$ cat src/shared/dds_ctl_regs.svh
// Constants for the serial synthesizer command controller
`ifndef DDS_CTL_REGS_SVH
`define DDS_CTL_REGS_SVH

`define CLK_HZ          40000000
`define BAUD_RATE       9600
`define BAUD_DIV        (`CLK_HZ / `BAUD_RATE)
`define BAUD_HALF       (`BAUD_DIV / 2)

`define CH_SPACE        8'h20
`define CH_CR           8'h0D
`define CH_LF           8'h0A
`define CH_ERROR        8'h3F
`define CH_BOOT         8'h2A
`define CH_PROMPT       8'h3E
`define CH_ERR_PROMPT   8'h21
`define CH_ACK          8'h2B

`define CMD_CLR_ERR     8'h65
`define CMD_REBOOT      8'h72
`define CMD_INFO        8'h69
`define CMD_GPO_SET     8'h50
`define CMD_GPO_CLR     8'h70
`define CMD_ADDR        8'h6B
`define CMD_VAR_A       8'h35
`define CMD_VAR_B       8'h31
`define CMD_FREQ        8'h23
`define CMD_SAVE        8'h53
`define CMD_CLK_100     8'h78
`define CMD_CLK_125     8'h58
`define CMD_SEL_0       8'h61
`define CMD_SEL_1       8'h62
`define CMD_ONE_SYNTH   8'h6F
`define CMD_TWO_SYNTH   8'h74

`define RST_ADDR        4'h0
`define RST_ERR_CNT     8'h00
`define FREQ_DIGITS     8

`endif

$ cat src/shared/dds_ctl_pkg.sv
// Types for the serial synthesizer command controller
package dds_ctl_pkg;

    typedef enum logic [3:0] {
        ST_BOOT   = 4'b0000,
        ST_IDLE   = 4'b0001,
        ST_ARG    = 4'b0010,
        ST_TERM   = 4'b0011,
        ST_EXEC   = 4'b0100,
        ST_REPORT = 4'b0101,
        ST_PROMPT = 4'b0110,
        ST_LOAD   = 4'b0111,
        ST_SAVE   = 4'b1000
    } ctl_state_t;

    typedef struct packed {
        logic [3:0]  addr;
        logic        clk_125_a;
        logic        clk_125_b;
        logic        variant_b;
        logic        one_synth;
        logic        gpo;
        logic        sel_b;
        logic [31:0] freq_a;
        logic [31:0] freq_b;
    } settings_t;

    typedef struct packed {
        logic       strobe;
        logic       sel_b;
        logic       variant_b;
        logic       clk_125;
        logic [31:0] word;
    } synth_load_t;

endpackage

$ cat src/hdl/byte_fifo.sv
// Small synchronous FIFO with valid/ready on both sides
`timescale 1ns/100ps
module byte_fifo #(
    parameter int WIDTH = 8,
    parameter int DEPTH = 8
) (
    // Clock and reset
    input  wire logic             clk_in,
    input  wire logic             rst_in,
    // Fill side
    input  wire logic             in_valid_in,
    output logic                  in_ready_out,
    input  wire logic [WIDTH-1:0] in_data_in,
    // Drain side
    output logic                  out_valid_out,
    input  wire logic             out_ready_in,
    output logic      [WIDTH-1:0] out_data_out
);
    localparam int AW = $clog2(DEPTH);

    logic [WIDTH-1:0] mem [DEPTH];
    logic [AW:0]      wr_q;
    logic [AW:0]      rd_q;
    logic             push;
    logic             pop;

    assign in_ready_out  = (wr_q - rd_q) != (AW+1)'(DEPTH);
    assign out_valid_out = wr_q != rd_q;
    assign out_data_out  = mem[rd_q[AW-1:0]];
    assign push          = in_valid_in && in_ready_out;
    assign pop           = out_valid_out && out_ready_in;

    always_ff @(posedge clk_in) begin
        if (push) begin
            mem[wr_q[AW-1:0]] <= in_data_in;
        end
    end

    always_ff @(posedge clk_in or posedge rst_in) begin
        if (rst_in) begin
            wr_q <= '0;
        end else if (push) begin
            wr_q <= wr_q + (AW+1)'(1);
        end
    end

    always_ff @(posedge clk_in or posedge rst_in) begin
        if (rst_in) begin
            rd_q <= '0;
        end else if (pop) begin
            rd_q <= rd_q + (AW+1)'(1);
        end
    end
endmodule // byte_fifo

$ cat src/hdl/dds_cmd_ctl.sv
// Serial command interpreter driving two synthesizer modules
// Functional notes
// - Serial link fixed at 9600 baud.
// - Single-character commands; space, CR, LF terminate.
// - Only parameter commands take multi-character sequences.
// - Dedicated error output pin on command error.
// - Error sends a special serial character.
// - Prompt after command shows pending error.
// - Unique character sent after every restart.
// - Error counter increments on each error, holding at 255.
// - Commands clear errors and reboot controller.
// - Info command reports registers, fixed-length fields.
// - Second synthesizer pin usable as general output.
// - Two synthesizers, each with own reference clock.
// - Respond only to commands for own address.
// - Commands select between two synthesizer variants.
// - Short response returned for most commands.
// - Settings saved on command, restored at start.
// - Command reset reloads settings and clears errors; serial link and queue keep running.
`timescale 1ns/100ps
`include "dds_ctl_regs.svh"
module dds_cmd_ctl #(
    parameter int BAUD_DIV    = `BAUD_DIV,
    parameter int FIFO_DEPTH  = 8
) (
    // Clock and reset
    input  wire logic                     core_clk_in,
    input  wire logic                     sys_rst_in,
    // Serial link
    input  wire logic                     rx_in,
    output logic                          tx_out,
    // Indications
    output logic                          error_out,
    output logic                          gpo_out,
    // Synthesizer load port
    output dds_ctl_pkg::synth_load_t      load_out,
    // Non-volatile store
    output logic                          nv_write_out,
    output dds_ctl_pkg::settings_t        nv_data_out,
    input  wire dds_ctl_pkg::settings_t   nv_data_in
);
    // --------------------------------------------------
    // Bit timing
    // --------------------------------------------------
    function automatic logic [15:0] half_of(input int d);
        return 16'(d / 2);
    endfunction

    // --------------------------------------------------
    // Receiver
    // --------------------------------------------------
    logic [15:0] rx_cnt_q;
    logic [3:0]  rx_bit_q;
    logic [7:0]  rx_sh_q;
    logic        rx_busy_q;
    logic        rx_valid_q;
    logic        soft_rst_q;

    always_ff @(posedge core_clk_in or posedge sys_rst_in) begin
        if (sys_rst_in) begin
            rx_cnt_q   <= 16'h0000;
            rx_bit_q   <= 4'h0;
            rx_sh_q    <= 8'h00;
            rx_busy_q  <= 1'b0;
            rx_valid_q <= 1'b0;
        end else begin
            rx_valid_q <= 1'b0;
            if (!rx_busy_q) begin
                if (!rx_in) begin
                    rx_busy_q <= 1'b1;
                    rx_cnt_q  <= half_of(BAUD_DIV);
                    rx_bit_q  <= 4'h0;
                end
            end else if (rx_cnt_q != 16'h0000) begin
                rx_cnt_q <= rx_cnt_q - 16'h0001;
            end else begin
                rx_cnt_q <= 16'(BAUD_DIV - 1);
                rx_bit_q <= rx_bit_q + 4'h1;
                if (rx_bit_q == 4'h0 && rx_in) begin
                    rx_busy_q <= 1'b0;
                end else if (rx_bit_q >= 4'h1 && rx_bit_q <= 4'h8) begin
                    rx_sh_q <= {rx_in, rx_sh_q[7:1]};
                end else if (rx_bit_q == 4'h9) begin
                    rx_busy_q  <= 1'b0;
                    rx_valid_q <= rx_in;
                end
            end
        end
    end

    // --------------------------------------------------
    // Transmit queue and transmitter
    // --------------------------------------------------
    logic       q_valid;
    logic       q_ready;
    logic [7:0] q_data;
    logic       tq_valid;
    logic       tq_ready;
    logic [7:0] tq_data;

    // Interpreter stalls while the queue is full, so no response is lost
    byte_fifo #(.WIDTH(8), .DEPTH(FIFO_DEPTH)) u_txq (
        .clk_in        (core_clk_in),
        .rst_in        (sys_rst_in),
        .in_valid_in   (q_valid),
        .in_ready_out  (q_ready),
        .in_data_in    (q_data),
        .out_valid_out (tq_valid),
        .out_ready_in  (tq_ready),
        .out_data_out  (tq_data)
    );

    logic [15:0] tx_cnt_q;
    logic [3:0]  tx_bit_q;
    logic [9:0]  tx_sh_q;
    logic        tx_busy_q;

    assign tq_ready = !tx_busy_q;

    always_ff @(posedge core_clk_in or posedge sys_rst_in) begin
        if (sys_rst_in) begin
            tx_cnt_q  <= 16'h0000;
            tx_bit_q  <= 4'h0;
            tx_sh_q   <= 10'h3FF;
            tx_busy_q <= 1'b0;
            tx_out    <= 1'b1;
        end else if (!tx_busy_q) begin
            tx_out <= 1'b1;
            if (tq_valid) begin
                tx_sh_q   <= {1'b1, tq_data, 1'b0};
                tx_busy_q <= 1'b1;
                tx_bit_q  <= 4'h0;
                tx_cnt_q  <= 16'h0000;
            end
        end else if (tx_cnt_q != 16'h0000) begin
            tx_cnt_q <= tx_cnt_q - 16'h0001;
        end else if (tx_bit_q == 4'hA) begin
            tx_busy_q <= 1'b0;
        end else begin
            tx_out   <= tx_sh_q[0];
            tx_sh_q  <= {1'b1, tx_sh_q[9:1]};
            tx_bit_q <= tx_bit_q + 4'h1;
            tx_cnt_q <= 16'(BAUD_DIV - 1);
        end
    end

    // --------------------------------------------------
    // Interpreter
    // --------------------------------------------------
    function automatic logic is_term(input logic [7:0] c);
        return c == `CH_SPACE || c == `CH_CR || c == `CH_LF;
    endfunction

    function automatic logic [7:0] hex_char(input logic [3:0] n);
        return (n < 4'hA) ? 8'h30 + {4'h0, n} : 8'h37 + {4'h0, n};
    endfunction

    function automatic logic is_digit(input logic [7:0] c);
        return c >= 8'h30 && c <= 8'h39;
    endfunction

    dds_ctl_pkg::ctl_state_t state_q;
    dds_ctl_pkg::settings_t  set_q;
    logic [7:0]  cmd_q;
    logic [7:0]  arg_q;
    logic [3:0]  arg_cnt_q;
    logic [31:0] num_q;
    logic        mine_q;
    logic        err_q;
    logic [7:0]  err_cnt_q;
    logic [4:0]  rep_idx_q;
    logic        bad;

    // Report stream: address, error count, flags, two frequencies
    logic [79:0] rep_word;
    assign rep_word = {set_q.addr, err_cnt_q,
                       set_q.clk_125_a, set_q.clk_125_b, set_q.variant_b,
                       set_q.one_synth, set_q.freq_a, set_q.freq_b};

    always_comb begin
        q_valid = 1'b0;
        q_data  = 8'h00;
        case (state_q)
            dds_ctl_pkg::ST_BOOT: begin
                q_valid = 1'b1;
                q_data  = `CH_BOOT;
            end
            dds_ctl_pkg::ST_EXEC: begin
                if (bad) begin
                    q_valid = 1'b1;
                    q_data  = `CH_ERROR;
                end else if (cmd_q != `CMD_INFO && cmd_q != `CMD_REBOOT) begin
                    q_valid = 1'b1;
                    q_data  = `CH_ACK;
                end
            end
            dds_ctl_pkg::ST_REPORT: begin
                q_valid = 1'b1;
                q_data  = (rep_idx_q == 5'd20) ? `CH_CR
                        : hex_char(rep_word[79 - 4*rep_idx_q -: 4]);
            end
            dds_ctl_pkg::ST_PROMPT: begin
                q_valid = 1'b1;
                q_data  = err_q ? `CH_ERR_PROMPT : `CH_PROMPT;
            end
            default: begin
                q_valid = 1'b0;
            end
        endcase
    end

    // Unknown commands and stray arguments are errors
    always_comb begin
        case (cmd_q)
            `CMD_CLR_ERR, `CMD_REBOOT, `CMD_INFO, `CMD_GPO_SET,
            `CMD_GPO_CLR, `CMD_VAR_A, `CMD_VAR_B, `CMD_SAVE,
            `CMD_CLK_100, `CMD_CLK_125, `CMD_SEL_0, `CMD_SEL_1,
            `CMD_ONE_SYNTH, `CMD_TWO_SYNTH: bad = arg_cnt_q != 4'h0;
            `CMD_ADDR: bad = arg_cnt_q != 4'h1;
            `CMD_FREQ: bad = arg_cnt_q == 4'h0;
            default:   bad = 1'b1;
        endcase
    end

    always_ff @(posedge core_clk_in or posedge sys_rst_in) begin
        if (sys_rst_in) begin
            state_q   <= dds_ctl_pkg::ST_LOAD;
            cmd_q     <= 8'h00;
            arg_q     <= 8'h00;
            arg_cnt_q <= 4'h0;
            num_q     <= 32'h0000_0000;
            mine_q    <= 1'b0;
            rep_idx_q <= 5'd0;
            soft_rst_q <= 1'b0;
        end else begin
            soft_rst_q <= 1'b0;
            case (state_q)
                dds_ctl_pkg::ST_LOAD: state_q <= dds_ctl_pkg::ST_BOOT;
                dds_ctl_pkg::ST_BOOT: if (q_ready) state_q <= dds_ctl_pkg::ST_IDLE;
                dds_ctl_pkg::ST_IDLE: begin
                    if (rx_valid_q && !is_term(rx_sh_q)) begin
                        cmd_q     <= rx_sh_q;
                        arg_cnt_q <= 4'h0;
                        num_q     <= 32'h0000_0000;
                        state_q   <= dds_ctl_pkg::ST_ARG;
                    end
                end
                dds_ctl_pkg::ST_ARG: begin
                    if (rx_valid_q) begin
                        if (is_term(rx_sh_q)) begin
                            // Address suffix: a single argument character after the command selects the unit by its low nibble
                            mine_q  <= 1'b1;
                            state_q <= dds_ctl_pkg::ST_TERM;
                        end else begin
                            arg_q <= rx_sh_q;
                            if (arg_cnt_q != 4'hF) arg_cnt_q <= arg_cnt_q + 4'h1;
                            if (is_digit(rx_sh_q)) begin
                                num_q <= 32'(num_q * 32'd10) + {28'h0, rx_sh_q[3:0]};
                            end
                        end
                    end
                end
                dds_ctl_pkg::ST_TERM: begin
                    // Commands for another address are dropped silently
                    mine_q  <= 1'b0;
                    state_q <= (cmd_q == `CMD_ADDR || !mine_q ||
                                arg_q[3:0] == set_q.addr || arg_cnt_q != 4'h1 ||
                                cmd_q == `CMD_FREQ)
                               ? dds_ctl_pkg::ST_EXEC : dds_ctl_pkg::ST_IDLE;
                end
                dds_ctl_pkg::ST_EXEC: begin
                    if (!q_valid || q_ready) begin
                        if (!bad && cmd_q == `CMD_REBOOT) begin
                            soft_rst_q <= 1'b1;
                            state_q    <= dds_ctl_pkg::ST_LOAD;
                        end else if (!bad && cmd_q == `CMD_INFO) begin
                            rep_idx_q <= 5'd0;
                            state_q   <= dds_ctl_pkg::ST_REPORT;
                        end else if (!bad && cmd_q == `CMD_SAVE) begin
                            state_q <= dds_ctl_pkg::ST_SAVE;
                        end else begin
                            state_q <= dds_ctl_pkg::ST_PROMPT;
                        end
                    end
                end
                dds_ctl_pkg::ST_SAVE: state_q <= dds_ctl_pkg::ST_PROMPT;
                dds_ctl_pkg::ST_REPORT: begin
                    if (q_ready) begin
                        rep_idx_q <= rep_idx_q + 5'd1;
                        if (rep_idx_q == 5'd20) state_q <= dds_ctl_pkg::ST_PROMPT;
                    end
                end
                dds_ctl_pkg::ST_PROMPT: if (q_ready) state_q <= dds_ctl_pkg::ST_IDLE;
                default: state_q <= dds_ctl_pkg::ST_IDLE;
            endcase
        end
    end

    // --------------------------------------------------
    // Error tracking; a new error wins over a clear
    // --------------------------------------------------
    logic exec_go;
    assign exec_go = state_q == dds_ctl_pkg::ST_EXEC && (!q_valid || q_ready);

    always_ff @(posedge core_clk_in or posedge sys_rst_in) begin
        if (sys_rst_in) begin
            err_q     <= 1'b0;
            err_cnt_q <= `RST_ERR_CNT;
            error_out <= 1'b0;
        end else if (soft_rst_q) begin
            err_q     <= 1'b0;
            err_cnt_q <= `RST_ERR_CNT;
            error_out <= 1'b0;
        end else if (exec_go && bad) begin
            err_q     <= 1'b1;
            error_out <= 1'b1;
            if (err_cnt_q != 8'hFF) err_cnt_q <= err_cnt_q + 8'h01;
        end else if (exec_go && cmd_q == `CMD_CLR_ERR) begin
            err_q     <= 1'b0;
            err_cnt_q <= `RST_ERR_CNT;
            error_out <= 1'b0;
        end
    end

    // --------------------------------------------------
    // Settings, synthesizer loads and store
    // --------------------------------------------------
    always_ff @(posedge core_clk_in or posedge sys_rst_in) begin
        if (sys_rst_in) begin
            set_q        <= '0;
            load_out     <= '0;
            nv_write_out <= 1'b0;
            nv_data_out  <= '0;
            gpo_out      <= 1'b0;
        end else begin
            load_out.strobe <= 1'b0;
            nv_write_out    <= 1'b0;
            gpo_out         <= set_q.one_synth & set_q.gpo;
            if (state_q == dds_ctl_pkg::ST_LOAD) begin
                set_q <= nv_data_in;
            end else if (state_q == dds_ctl_pkg::ST_SAVE) begin
                nv_write_out <= 1'b1;
                nv_data_out  <= set_q;
            end else if (exec_go && !bad) begin
                case (cmd_q)
                    `CMD_GPO_SET:   set_q.gpo <= 1'b1;
                    `CMD_GPO_CLR:   set_q.gpo <= 1'b0;
                    `CMD_ONE_SYNTH: set_q.one_synth <= 1'b1;
                    `CMD_TWO_SYNTH: set_q.one_synth <= 1'b0;
                    `CMD_VAR_A:     set_q.variant_b <= 1'b0;
                    `CMD_VAR_B:     set_q.variant_b <= 1'b1;
                    `CMD_SEL_0:     set_q.sel_b <= 1'b0;
                    `CMD_SEL_1:     set_q.sel_b <= set_q.one_synth ? 1'b0 : 1'b1;
                    `CMD_ADDR:      set_q.addr <= arg_q[3:0];
                    `CMD_CLK_100, `CMD_CLK_125: begin
                        if (set_q.sel_b) set_q.clk_125_b <= cmd_q == `CMD_CLK_125;
                        else set_q.clk_125_a <= cmd_q == `CMD_CLK_125;
                    end
                    `CMD_FREQ: begin
                        if (set_q.sel_b) set_q.freq_b <= num_q;
                        else set_q.freq_a <= num_q;
                        load_out.strobe    <= 1'b1;
                        load_out.sel_b     <= set_q.sel_b;
                        load_out.variant_b <= set_q.variant_b;
                        load_out.clk_125   <= set_q.sel_b ? set_q.clk_125_b
                                                          : set_q.clk_125_a;
                        load_out.word      <= num_q;
                    end
                    default: set_q <= set_q;
                endcase
            end
        end
    end
endmodule // dds_cmd_ctl

$ cat config.mk
export PLATFORM = sky130hd
export DESIGN_NAME = dds_cmd_ctl
export DESIGN_NICKNAME = d
export VERILOG_FILES = /design/src/shared/dds_ctl_pkg.sv /design/src/hdl/byte_fifo.sv /design/src/hdl/dds_cmd_ctl.sv
export VERILOG_INCLUDE_DIRS = /design/src /design/src/shared
export SDC_FILE = /design/constraint.sdc
export NUM_CORES = 1
export LEC_CHECK = 0
export ABC_AREA = 0
export BUFFER_PORTS_ARGS = -buffer_cell sky130_fd_sc_hd__buf_2
export CAP_MARGIN = 10
export CORE_MARGIN = 3
export CORE_UTILIZATION = 53
export DETAILED_ROUTE_END_ITERATION = 10
export PLACE_DENSITY = 0.8
export SYNTH_ARGS = -nofsm -noshare
export SYNTH_HDL_FRONTEND = slang
export SYNTH_HIERARCHICAL = 1
export SYNTH_SLANG_ARGS = --single-unit
$ cat constraint.sdc
create_clock -name core_clk_in -period 30.2 [get_ports core_clk_in]
set_input_delay 3.02 -clock core_clk_in [delete_from_list [all_inputs] [get_ports core_clk_in]]
set_output_delay 3.02 -clock core_clk_in [all_outputs]
set_load 0.005 [all_outputs]
; ---- After elaboration in Yosys (flattened, before gate mapping)
; Memory sizes are Yosys's and may differ from the RTL's.
; Index checks and enable logic that the tools add are counted.
; Widths: inputs -> output; s select.
[op_classes]
n_addsub = 14
multipliers = 1
n_lt_le_gt_ge = 5
n_eq_ne = 58
shift = 1
muxes = 110
bitwise = 6
reduce_logical = 74
[op_table]
columns = op, count
row1 = $mux 74, 3
row2 = $mux 32, 6
row3 = $mux 36, 4
row4 = $mux 16, 7
row5 = $eq 8x7->1 const B, 13
row6 = $mux 4, 22
row7 = $shiftx 83x33->4, 1
row8 = $mux 64, 1
row9 = $pmux 32 s2, 1
row10 = $mux 10, 4
row11 = $mux 1, 36
row12 = $add 32x4->32, 1
row13 = $eq 8x6->1 const B, 4
row14 = $mul 32x3->31 const B, 1
row15 = $mux 8, 4
row16 = $pmux 4 s8, 1
row17 = $reduce_bool 16->1, 2
row18 = $sub 16x1->16 const B, 2
row19 = $ne 2x2->1 const B, 15
row20 = $pmux 7 s4, 1
row21 = $mux 5, 5
row22 = $reduce_and 3->1, 8
row23 = $reduce_and 4->1, 6
row24 = $add 4x1->4 const B, 5
row25 = 48 further kinds, 116
[totals]
register_bits = 324
ramBits = 56
inputBits = 77
output_inout_bits = 114
elab_cells = 317
mem_count = 1
[mem_list]
columns = memory, words, width, read_ports, rd_clocked_by_memory_dff, write_ports, line_no
row1 = u_txq.mem, 8, 7, 1, 0, 1, byte_fifo.sv:21  ; logic [WIDTH-1:0] mem [DEPTH];

; ---- Depth between registers and ports, before layout
; Gate-level depths: netlist of the first run.
[logic_depth]
word_depth = 12
ltp_mapped = 17
ltp_nobuf = 13

; ---- Hierarchy
; Netlist of the first run, hierarchy kept.
[by_module_without_submodules]
columns = mod, instances, cells_per_inst, area_each_um2, seq_area_each_um2
row1 = dds_cmd_ctl, 1, 1823, 17611.9, 7898.8
row2 = byte_fifo, 1, 165, 2969.1, 2122.0

; ---- Worst setup path before layout of the first run
; No wires, ideal clock.
[synth_path]
path_type = input to register
from = in rx_in
to = reg rx_sh_q[7]
setup_time_ps = 125
arrival_ps = 4014
t_required_ps = 30075
path_slack_ps = 26062
path_stages = 4
path_buffers = 0
path_cell_list = inv_1 -> a211oi_1 -> a211oi_2 -> mux2_2
[synth_via]
elab_chain_cells = 3
[synth_rtl]
columns = element, line_no
row1 = "start, declared", dds_cmd_ctl.sv:30  ; input wire logic rx_in,
row2 = $logic_and 1x1->1, dds_cmd_ctl.sv:79  ; if (rx_bit_q == 4'h0 && rx_in) begin
row3 = $not 1->1 (no line), --
row4 = $reduce_and 4->1 (no line), --
row5 = "end signal, assigned", dds_cmd_ctl.sv:82  ; rx_sh_q <= {rx_in, rx_sh_q[7:1]};
row6 = "end, declared", dds_cmd_ctl.sv:54  ; logic [7:0] rx_sh_q;
; Several ways; a longest one is shown, not always the timed one.
; A chain may end at the register's enable or synchronous reset.

==> run metrics, run 1 <==
outcome=completed; Num CTS Buffers=41; Peak VDD IR=0.0452 mV; IO Port Bufs=between 150 and 200; slew margin rel.=0.248; Max FO, Critical Path=93; endpoints failing setup=0; filler instances=2997; die height=about 200 um; total grt overflow=0; CP arrival=5.44 ns; vias per inst=6.03; clk_lat worst skew=about 0.56 ns; dpl ws=approximately 25 ns; Synth Area per Inst=between 10 and 15 sq um; Reg2Reg Setup Slack=between 20 and 30 ns; crit-path cells=buf_2 -> inv_8 -> buf_4 -> buf_4; row count=71; CTS resizes=0; skew final=0.0230 ns; H-tree levels=2; DP Cell Count=2620; Hold Slack=0.473 ns; asr flop ratio synth=0.835; Layout area overhead=13.1%; number of global-route vias before repair=16.1k; layout cells sized above 1=0.209; final count of hold timing violations=0; CTS max path bufs=3; post-synthesis sequential area ratio=0.487; Leak=10.7 nW; core area=37900 sq um; global-route wire length before repair=87100 um; Die Wd=203 um; final instance area=23300 sq um; gr usage total=0.267; final cell count without fillers=2702; Post-Route Utilization=0.614; Power Total=1.56 mW; Post-synth EDFFs=64; Post-CTS Setup Repair Bufs=0; Clock Pin Slew Worst Setup and Hold Paths=0.06 ns; Peak Freq=around 0.2 GHz; crit path launch=sys_rst_in; worst hold path class=register to register; Final min period=4.91 ns; Antenna Nets Post-Route=0; slowest CP cell=buf_4; flops & latches, synth=387; worst endpoint required time=30.74 ns; Iter 0 DRT Violations=1404; placed standard-cell area=22000 sq um; Placer Congestion=0.932; DRC violations left=0; Max Cap Violations=0; Final Max Slew Viols=0; Worst R2R End=rep_word[37]; Cell Area, Synth=20600 sq um; Hold-fix buffers, CTS=0; crit-path max cell delay=0.86 ns; crit path to=nv_data_out[54]; RSZ-0062 raised after global routing=no; WL per Instance=20.6 um; die area=slightly above 40000 sq um; Syn. warnings=6; reg2reg path depth=14; hpwl dp=40400 um; Primary FF master, synth=dfrtp_1; Worst-Margin Slew=1.11 ns; I/O pin total=191; fin crit share=0.162; Sink Count=387; setup TNS=0 ns; Initial Util=0.543; pin count of the biggest net entering global routing=94; most frequent CP cell=buf_4; Mapped Cells=1988; type of the worst setup path=input port to async pin; final setup margin=between 20 and 30 ns; Yosys cell types=93; via count=about 16k; Worst R2R Start=u_txq/rd_q[1]; drt first pass iters=5; Power Density=~67 nW/um^2; root buf cell=clkbuf_16; antenna violations before repair=10; Critical Path Source Type=input port; Worst Setup End Kind=async pin; drt total wl=55600 um; CTS tree=yes; final net count=2314
## synth_stat cells, types with 17 or more instances
master	count	share of area
inv_1	55	0.010
and2_1	35	0.011
ha_1	82	0.050
nand3_1	35	0.0085
a21oi_1	167	0.041
nand2_1	287	0.052
nor3_1	47	0.011
nand4_1	24	0.0073
mux4_2	40	0.044
o21ai_1	38	0.0092
mux2_2	95	0.052
o21ai_0	95	0.023
nor2_1	150	0.027
xor2_1	37	0.016
dfrtp_1	310	0.38
xnor2_1	47	0.020
clkbuf_1	67	0.012
nand2b_1	17	0.0052
edfxtp_1	64	0.093
## metal layers
| layer | track usage | wire length [um] | vias up | part of all wire |
|---|---|---|---|---|
| li1 | - | - | 7469 | - |
| met1 | 0.364 | 22600 | 8015 | 0.41 |
| met2 | 0.418 | 25700 | 662 | 0.46 |
| met3 | 0.0579 | 4870 | 140 | 0.088 |
| met4 | 0.109 | 2400 | 10 | 0.043 |
| met5 | 0 | 60 | - | 0.0011 |
## cell type report
| type | instances | area [sq um] | share of cell area |
|---|---|---|---|
| Antenna cell | 5 | 12.5 | 0.000537 |
| Clock buffer | 60 | 1150 | 0.0493 |
| Clock inverter | 16 | 110 | 0.00473 |
| Inverter | 57 | 221 | 0.00951 |
| Multi-Input combinational cell | 1456 | 10000 | 0.430 |
| Sequential cell | 387 | 10000 | 0.430 |
| Tap cell | 511 | 639 | 0.0275 |
| Timing Repair Buffer | 210 | 1110 | 0.0476 |
## flip-flops by register name (all words and copies together), names as in the netlist, 5 cells and up
| name | flops |
|---|---|
| cmd_q | 8 |
| err_cnt_q | 8 |
| load_out | 36 |
| num_q | 32 |
| nv_data_out | 74 |
| rep_idx_q | 5 |
| rep_word | 72 |
| rx_cnt_q | 16 |
| rx_sh_q | 8 |
| tx_cnt_q | 16 |
| tx_sh_q | 9 |
| u_txq/mem | 64 |
## report_power, final
part           total (mW)  switching, mW  internal (mW)
Combinational       0.360          0.208          0.152
Sequential          0.720         0.0904          0.630
Clock               0.478          0.211          0.266
## cell families after synthesis
logic type	after synthesis	share of synthesized area
simple gates	690	0.159
compound gates	440	0.132
flops	387	0.487
buf+inv	152	0.0301
mux	149	0.103
xor+xnor	85	0.0369
fa+ha+maj	84	0.0518
other cells	1	0.000182
## placed cells by master (no fill, tap or decap), types with 7 or more instances in the layout
cell type  instances
conb_1             8
clkinv_2          10
a21o_1            13
mux2_2            95
a22o_1             9
nand4_1           24
ha_1              82
nor2_1           149
a31oi_1           14
nor4_2             7
inv_1             54
o31ai_1            8
nand2_1          287
nor2b_1            8
o21ai_0           95
o22ai_1            7
nor4_1            11
and2_1            35
clkbuf_16         42
buf_4             19
mux4_2            40
xor2_1            37
buf_2            190
or3_1             13
and3_1            15
edfxtp_1          64
mux2i_1           13
xnor2_1           47
nor3_1            46
nor4b_1            7
clkbuf_1          15
nand2b_1          17
a21oi_1          167
nand3_1           35
o21ai_1           37
dfstp_2           13
dfrtp_1          310
## worst min path at each step
| stage | from | to | slack, ns | cells past startpoint |
|---|---|---|---|---|
| 2_1_floorplan | rx_cnt_q[15] | rx_cnt_q[15] | 0.44 | 1 |
| 3_3_place_gp | load_out[14] | load_out[14] | 0.45 | 2 |
| 3_5_place_dp | load_out[12] | load_out[12] | 0.45 | 2 |
| 4_1_cts | load_out[12] | load_out[12] | 0.47 | 2 |
| 5_1_grt | tx_sh_q[1] | tx_sh_q[0] | 0.49 | 1 |
| 6_report | load_out[26] | load_out[26] | 0.47 | 2 |
## critical path: cells and delay by family
family	cells	cell delay, ns
buf+inv	4	2.29
(Power assumes the default switching activity.)
==> run 2, diff against run 1 <==
Settings changed: ABC_AREA 0 to 1.
Clock period 30.2 ns to 4.7 ns, I/O delays scaled along.
==> run 2 against run 1 <==
Highest routed layer is now met4. Synthesized cell count rose by 46%. Clock power grew to 7.2 times the previous value. Wire length increased by 18%. Die area grew 6.9%. Setup slack worse by 24 ns. Critical path depth increased by 9. Non-clock buffer count is 1 lower. Area after synthesis is 7.1% higher. Critical path type is now register to register. Via count rose by 26%. Sequential share of layout area shrank 2.7 points. Register-to-register slack got worse by 24 ns.
==> run metrics, run 2 <==
Num CTS Buffers=43 (was 41); Cell Area, Synth=22000 sq um (was 20600 sq um); Initial Util=0.539 (was 0.543); CTS resizes=0 (unchanged); global-route wire length before repair=104000 um (was 87100 um); fin crit share=0.801; setup TNS=0 ns (unchanged); WP buf/inv=4 (unchanged); Leak=12.8 nW (was 10.7 nW); most frequent CP cell=nand2_1 (was buf_4); Antenna Nets Post-Route=0 (unchanged); Die Wd=210 um (was 203 um); Synth Area per Inst=7.59 sq um (was 10.4 sq um); flops & latches, synth=387 (unchanged); die height=210 um (was 203 um); die area=44100 sq um (was 41200 sq um); DP Cell Count=3555 (was 2620); most frequent cell after synthesis=nand2_1 (was dfrtp_1); skew final=0.0184 ns (was 0.0230 ns); slew margin rel.=0.264 (was 0.248); CP arrival=4.22 ns (was 5.44 ns); RSZ-0062 raised after global routing=no (unchanged); via count=20.5k (was 16.3k); antenna violations before repair=1 (was 10); H-tree levels=2 (unchanged); top cells by area, synth=dfrtp_1, nand2_1, edfxtp_1 (was dfrtp_1, edfxtp_1, nand2_1); Post-synth EDFFs=64 (unchanged); outcome=completed (unchanged); commonest cells after routing, fill and taps aside=nand2_1, inv_1, dfrtp_1 (was dfrtp_1, nand2_1, buf_2); final net count=3230 (was 2314); slowest CP cell=dfrtp_1 (was buf_4); drt first pass iters=6 (was 5); final count of hold timing violations=0 (unchanged); row count=74 (was 71); DRC violations left=0 (unchanged); dominant cell type by area after synthesis=dfrtp_1 (unchanged); hpwl dp=49700 um (was 40400 um); IO Port Bufs=190 (unchanged); Critical Path Source Type=register (was input port); Sink Count=387 (unchanged); max reg flops=74 (unchanged); Power Density=394 nW/um^2 (was 66.9 nW/um^2); worst endpoint required time=5.16 ns (was 30.74 ns); worst hold path class=input port to register (was register to register); crit-path max cell delay=0.73 ns (was 0.86 ns); Hold Slack=0.185 ns (was 0.473 ns); layout cells sized above 1=0.114 (was 0.209); Mapped Cells=2904 (was 1988); I/O pin total=191 (unchanged); final setup margin=0.937 ns (was 25.29 ns); most common cell after layout, fill and taps aside=nand2_1 (was dfrtp_1); endpoints failing setup=0 (unchanged); Placer Congestion=1.02 (was 0.932); CTS tree=yes (unchanged); pin count of the biggest net entering global routing=202 (was 94); Iter 0 DRT Violations=1909 (was 1404); Max Cap Violations=0 (unchanged); Final min period=3.76 ns; Primary FF master, synth=dfrtp_1 (unchanged); clk_lat worst skew=0.58 ns (was 0.56 ns); dpl ws=1.11 ns (was 24.61 ns); crit-path cells=inv_1 -> ha_1 -> nand2_1 -> nand2_1 -> inv_1 -> nand2_1 -> nand2_1 -> nand3_4 -> inv_1 -> nand2_8 -> nand4_2 -> buf_4 -> o21ai_0 (was buf_2 -> inv_8 -> buf_4 -> buf_4); asr flop ratio synth=0.835 (unchanged); Clock Pin Slew Worst Setup and Hold Paths=0.06 ns (about the same); type of the worst setup path=register to register (was input port to async pin); Max FO, Critical Path=46 (was 93); number of global-route vias before repair=19.3k (was 16.1k); Peak Freq=0.266 GHz; largest delay contributor family on the critical path=buffers and inverters (unchanged); root buf cell=clkbuf_16 (unchanged); gr usage total=0.296 (was 0.267); Final Max Slew Viols=0 (unchanged); CTS max path bufs=3 (unchanged); WL per Instance=18.1 um (was 20.6 um); top cells by count, synth=nand2_1, inv_1, dfrtp_1, o21ai_0, nor2_1 (was dfrtp_1, nand2_1, a21oi_1, nor2_1); final cell count without fillers=3634 (was 2702); filler instances=3689 (was 2997); Layout area overhead=12.7% (was 13.1%); Worst-Margin Slew=1.10 ns (was 1.11 ns); Yosys cell types=61 (was 93); Syn. warnings=6 (unchanged); core area=40900 sq um (was 37900 sq um); Synth top area share=0.352 (was 0.377); post-synthesis sequential area ratio=0.455 (was 0.487); vias per inst=5.63 (was 6.03); Largest Register=nv_data_out (unchanged); drt total wl=65700 um (was 55600 um); Inserted Diodes=0 (was 5); Peak VDD IR=0.307 mV (was 0.0452 mV); Worst Setup End Kind=register (was async pin); total grt overflow=0 (unchanged)
[run 2: cell count changes in the layout (fill, tap and decap cells not counted), sizes merged, moves of 17 or more]
cell / previous run / this run
nand3: 36 / 213
o22ai: 7 / 37
nand2b: 17 / 0
a21oi: 168 / 81
inv: 57 / 326
mux2: 96 / 2
nand2: 287 / 994
and2: 37 / 2
xnor2: 47 / 11
nand4: 24 / 47
o21ai: 133 / 245
mux4: 40 / 0
nor2: 150 / 230
[run 2: cells by family (layout without fill, tap and decap cells)]
logic type / count (synthesis) / after routing / synth area share
and+or+nand+nor: 1550 / 1550 / 0.297
adders and majority gates: 84 / 84 / 0.0484
AOI/OAI and AO/OA: 408 / 408 / 0.101
other: 1 / 8 / 0.000170
DFF: 387 / 387 / 0.455
buffers and inverters: 420 / 611 / 0.0765
muxes: 4 / 4 / 0.00193
xor gates and xnor gates: 50 / 50 / 0.0202
[run 2: path summary, 6_finish.rpt]
kind	start	to	slack (ns)	depth (start not counted)
worst min register to register	nv_data_out[46]	nv_data_out[46]	0.46	2
min in group asynchronous	sys_rst_in	gpo_out	0.36	3
worst max-delay path	u_txq/rd_q[1]	load_out[18]	0.94	13
worst min-delay path	nv_data_in[66]	rep_word[64]	0.18	3
max in group asynchronous	sys_rst_in	nv_data_out[68]	2.72	5
worst max register to register	u_txq/rd_q[1]	load_out[18]	0.94	13
[run 2: per-stage QoR]
step	total power, mW	cell area [sq um]	utilization
global placement	6.27	23400	0.571
detailed placement	6.35	23400	0.571
finish	9.78	24800	0.607
CTS	9.79	24800	0.607
floorplan	5.67	22100	-
global route	10.3	24800	0.607
[run 2: tightest hold or removal path: stages]
cell	delay, ns
buf_2	0.07
mux2i_1	0.05
o21ai_1	0.12
[run 2: where the power goes]
group / total (mW) / internal [mW] / switching [mW] / leakage (nW)
registers: 4.32 / 3.94 / 0.379 / 4.59
clock network: 3.43 / 1.99 / 1.44 / 0.710
logic: 2.03 / 0.556 / 1.47 / 7.47
total: 9.78 / 6.49 / 3.29 / 12.8
[run 2: area by class of cell]
cell class / count / area (sq um) / share of cell area
Timing Repair Buffer: 209 / 1110 / 0.0446
Clock inverter: 22 / 228 / 0.00917
Tap cell: 532 / 666 / 0.0268
Multi-Input combinational cell: 2104 / 10400 / 0.418
Sequential cell: 387 / 10000 / 0.404
Inverter: 324 / 1220 / 0.0491
Clock buffer: 56 / 1210 / 0.0486
[run 2: metal layers]
layer  share of wire  routed length [um]  GRT usage  vias up
li1                -                   -          -     9744
met1            0.43               28400      0.417     9692
met2            0.45               29600      0.464      863
met3           0.076                5010     0.0425      158
met4           0.040                2630      0.120        0
met5               0                   0          0        -
[run 2: repair_timing]
item,4_1_cts,5_1_grt
endpoints found under the hold margin,10,0
setup endpoints to repair,0,0
setup buffers,0,0
hold buffers,1,0
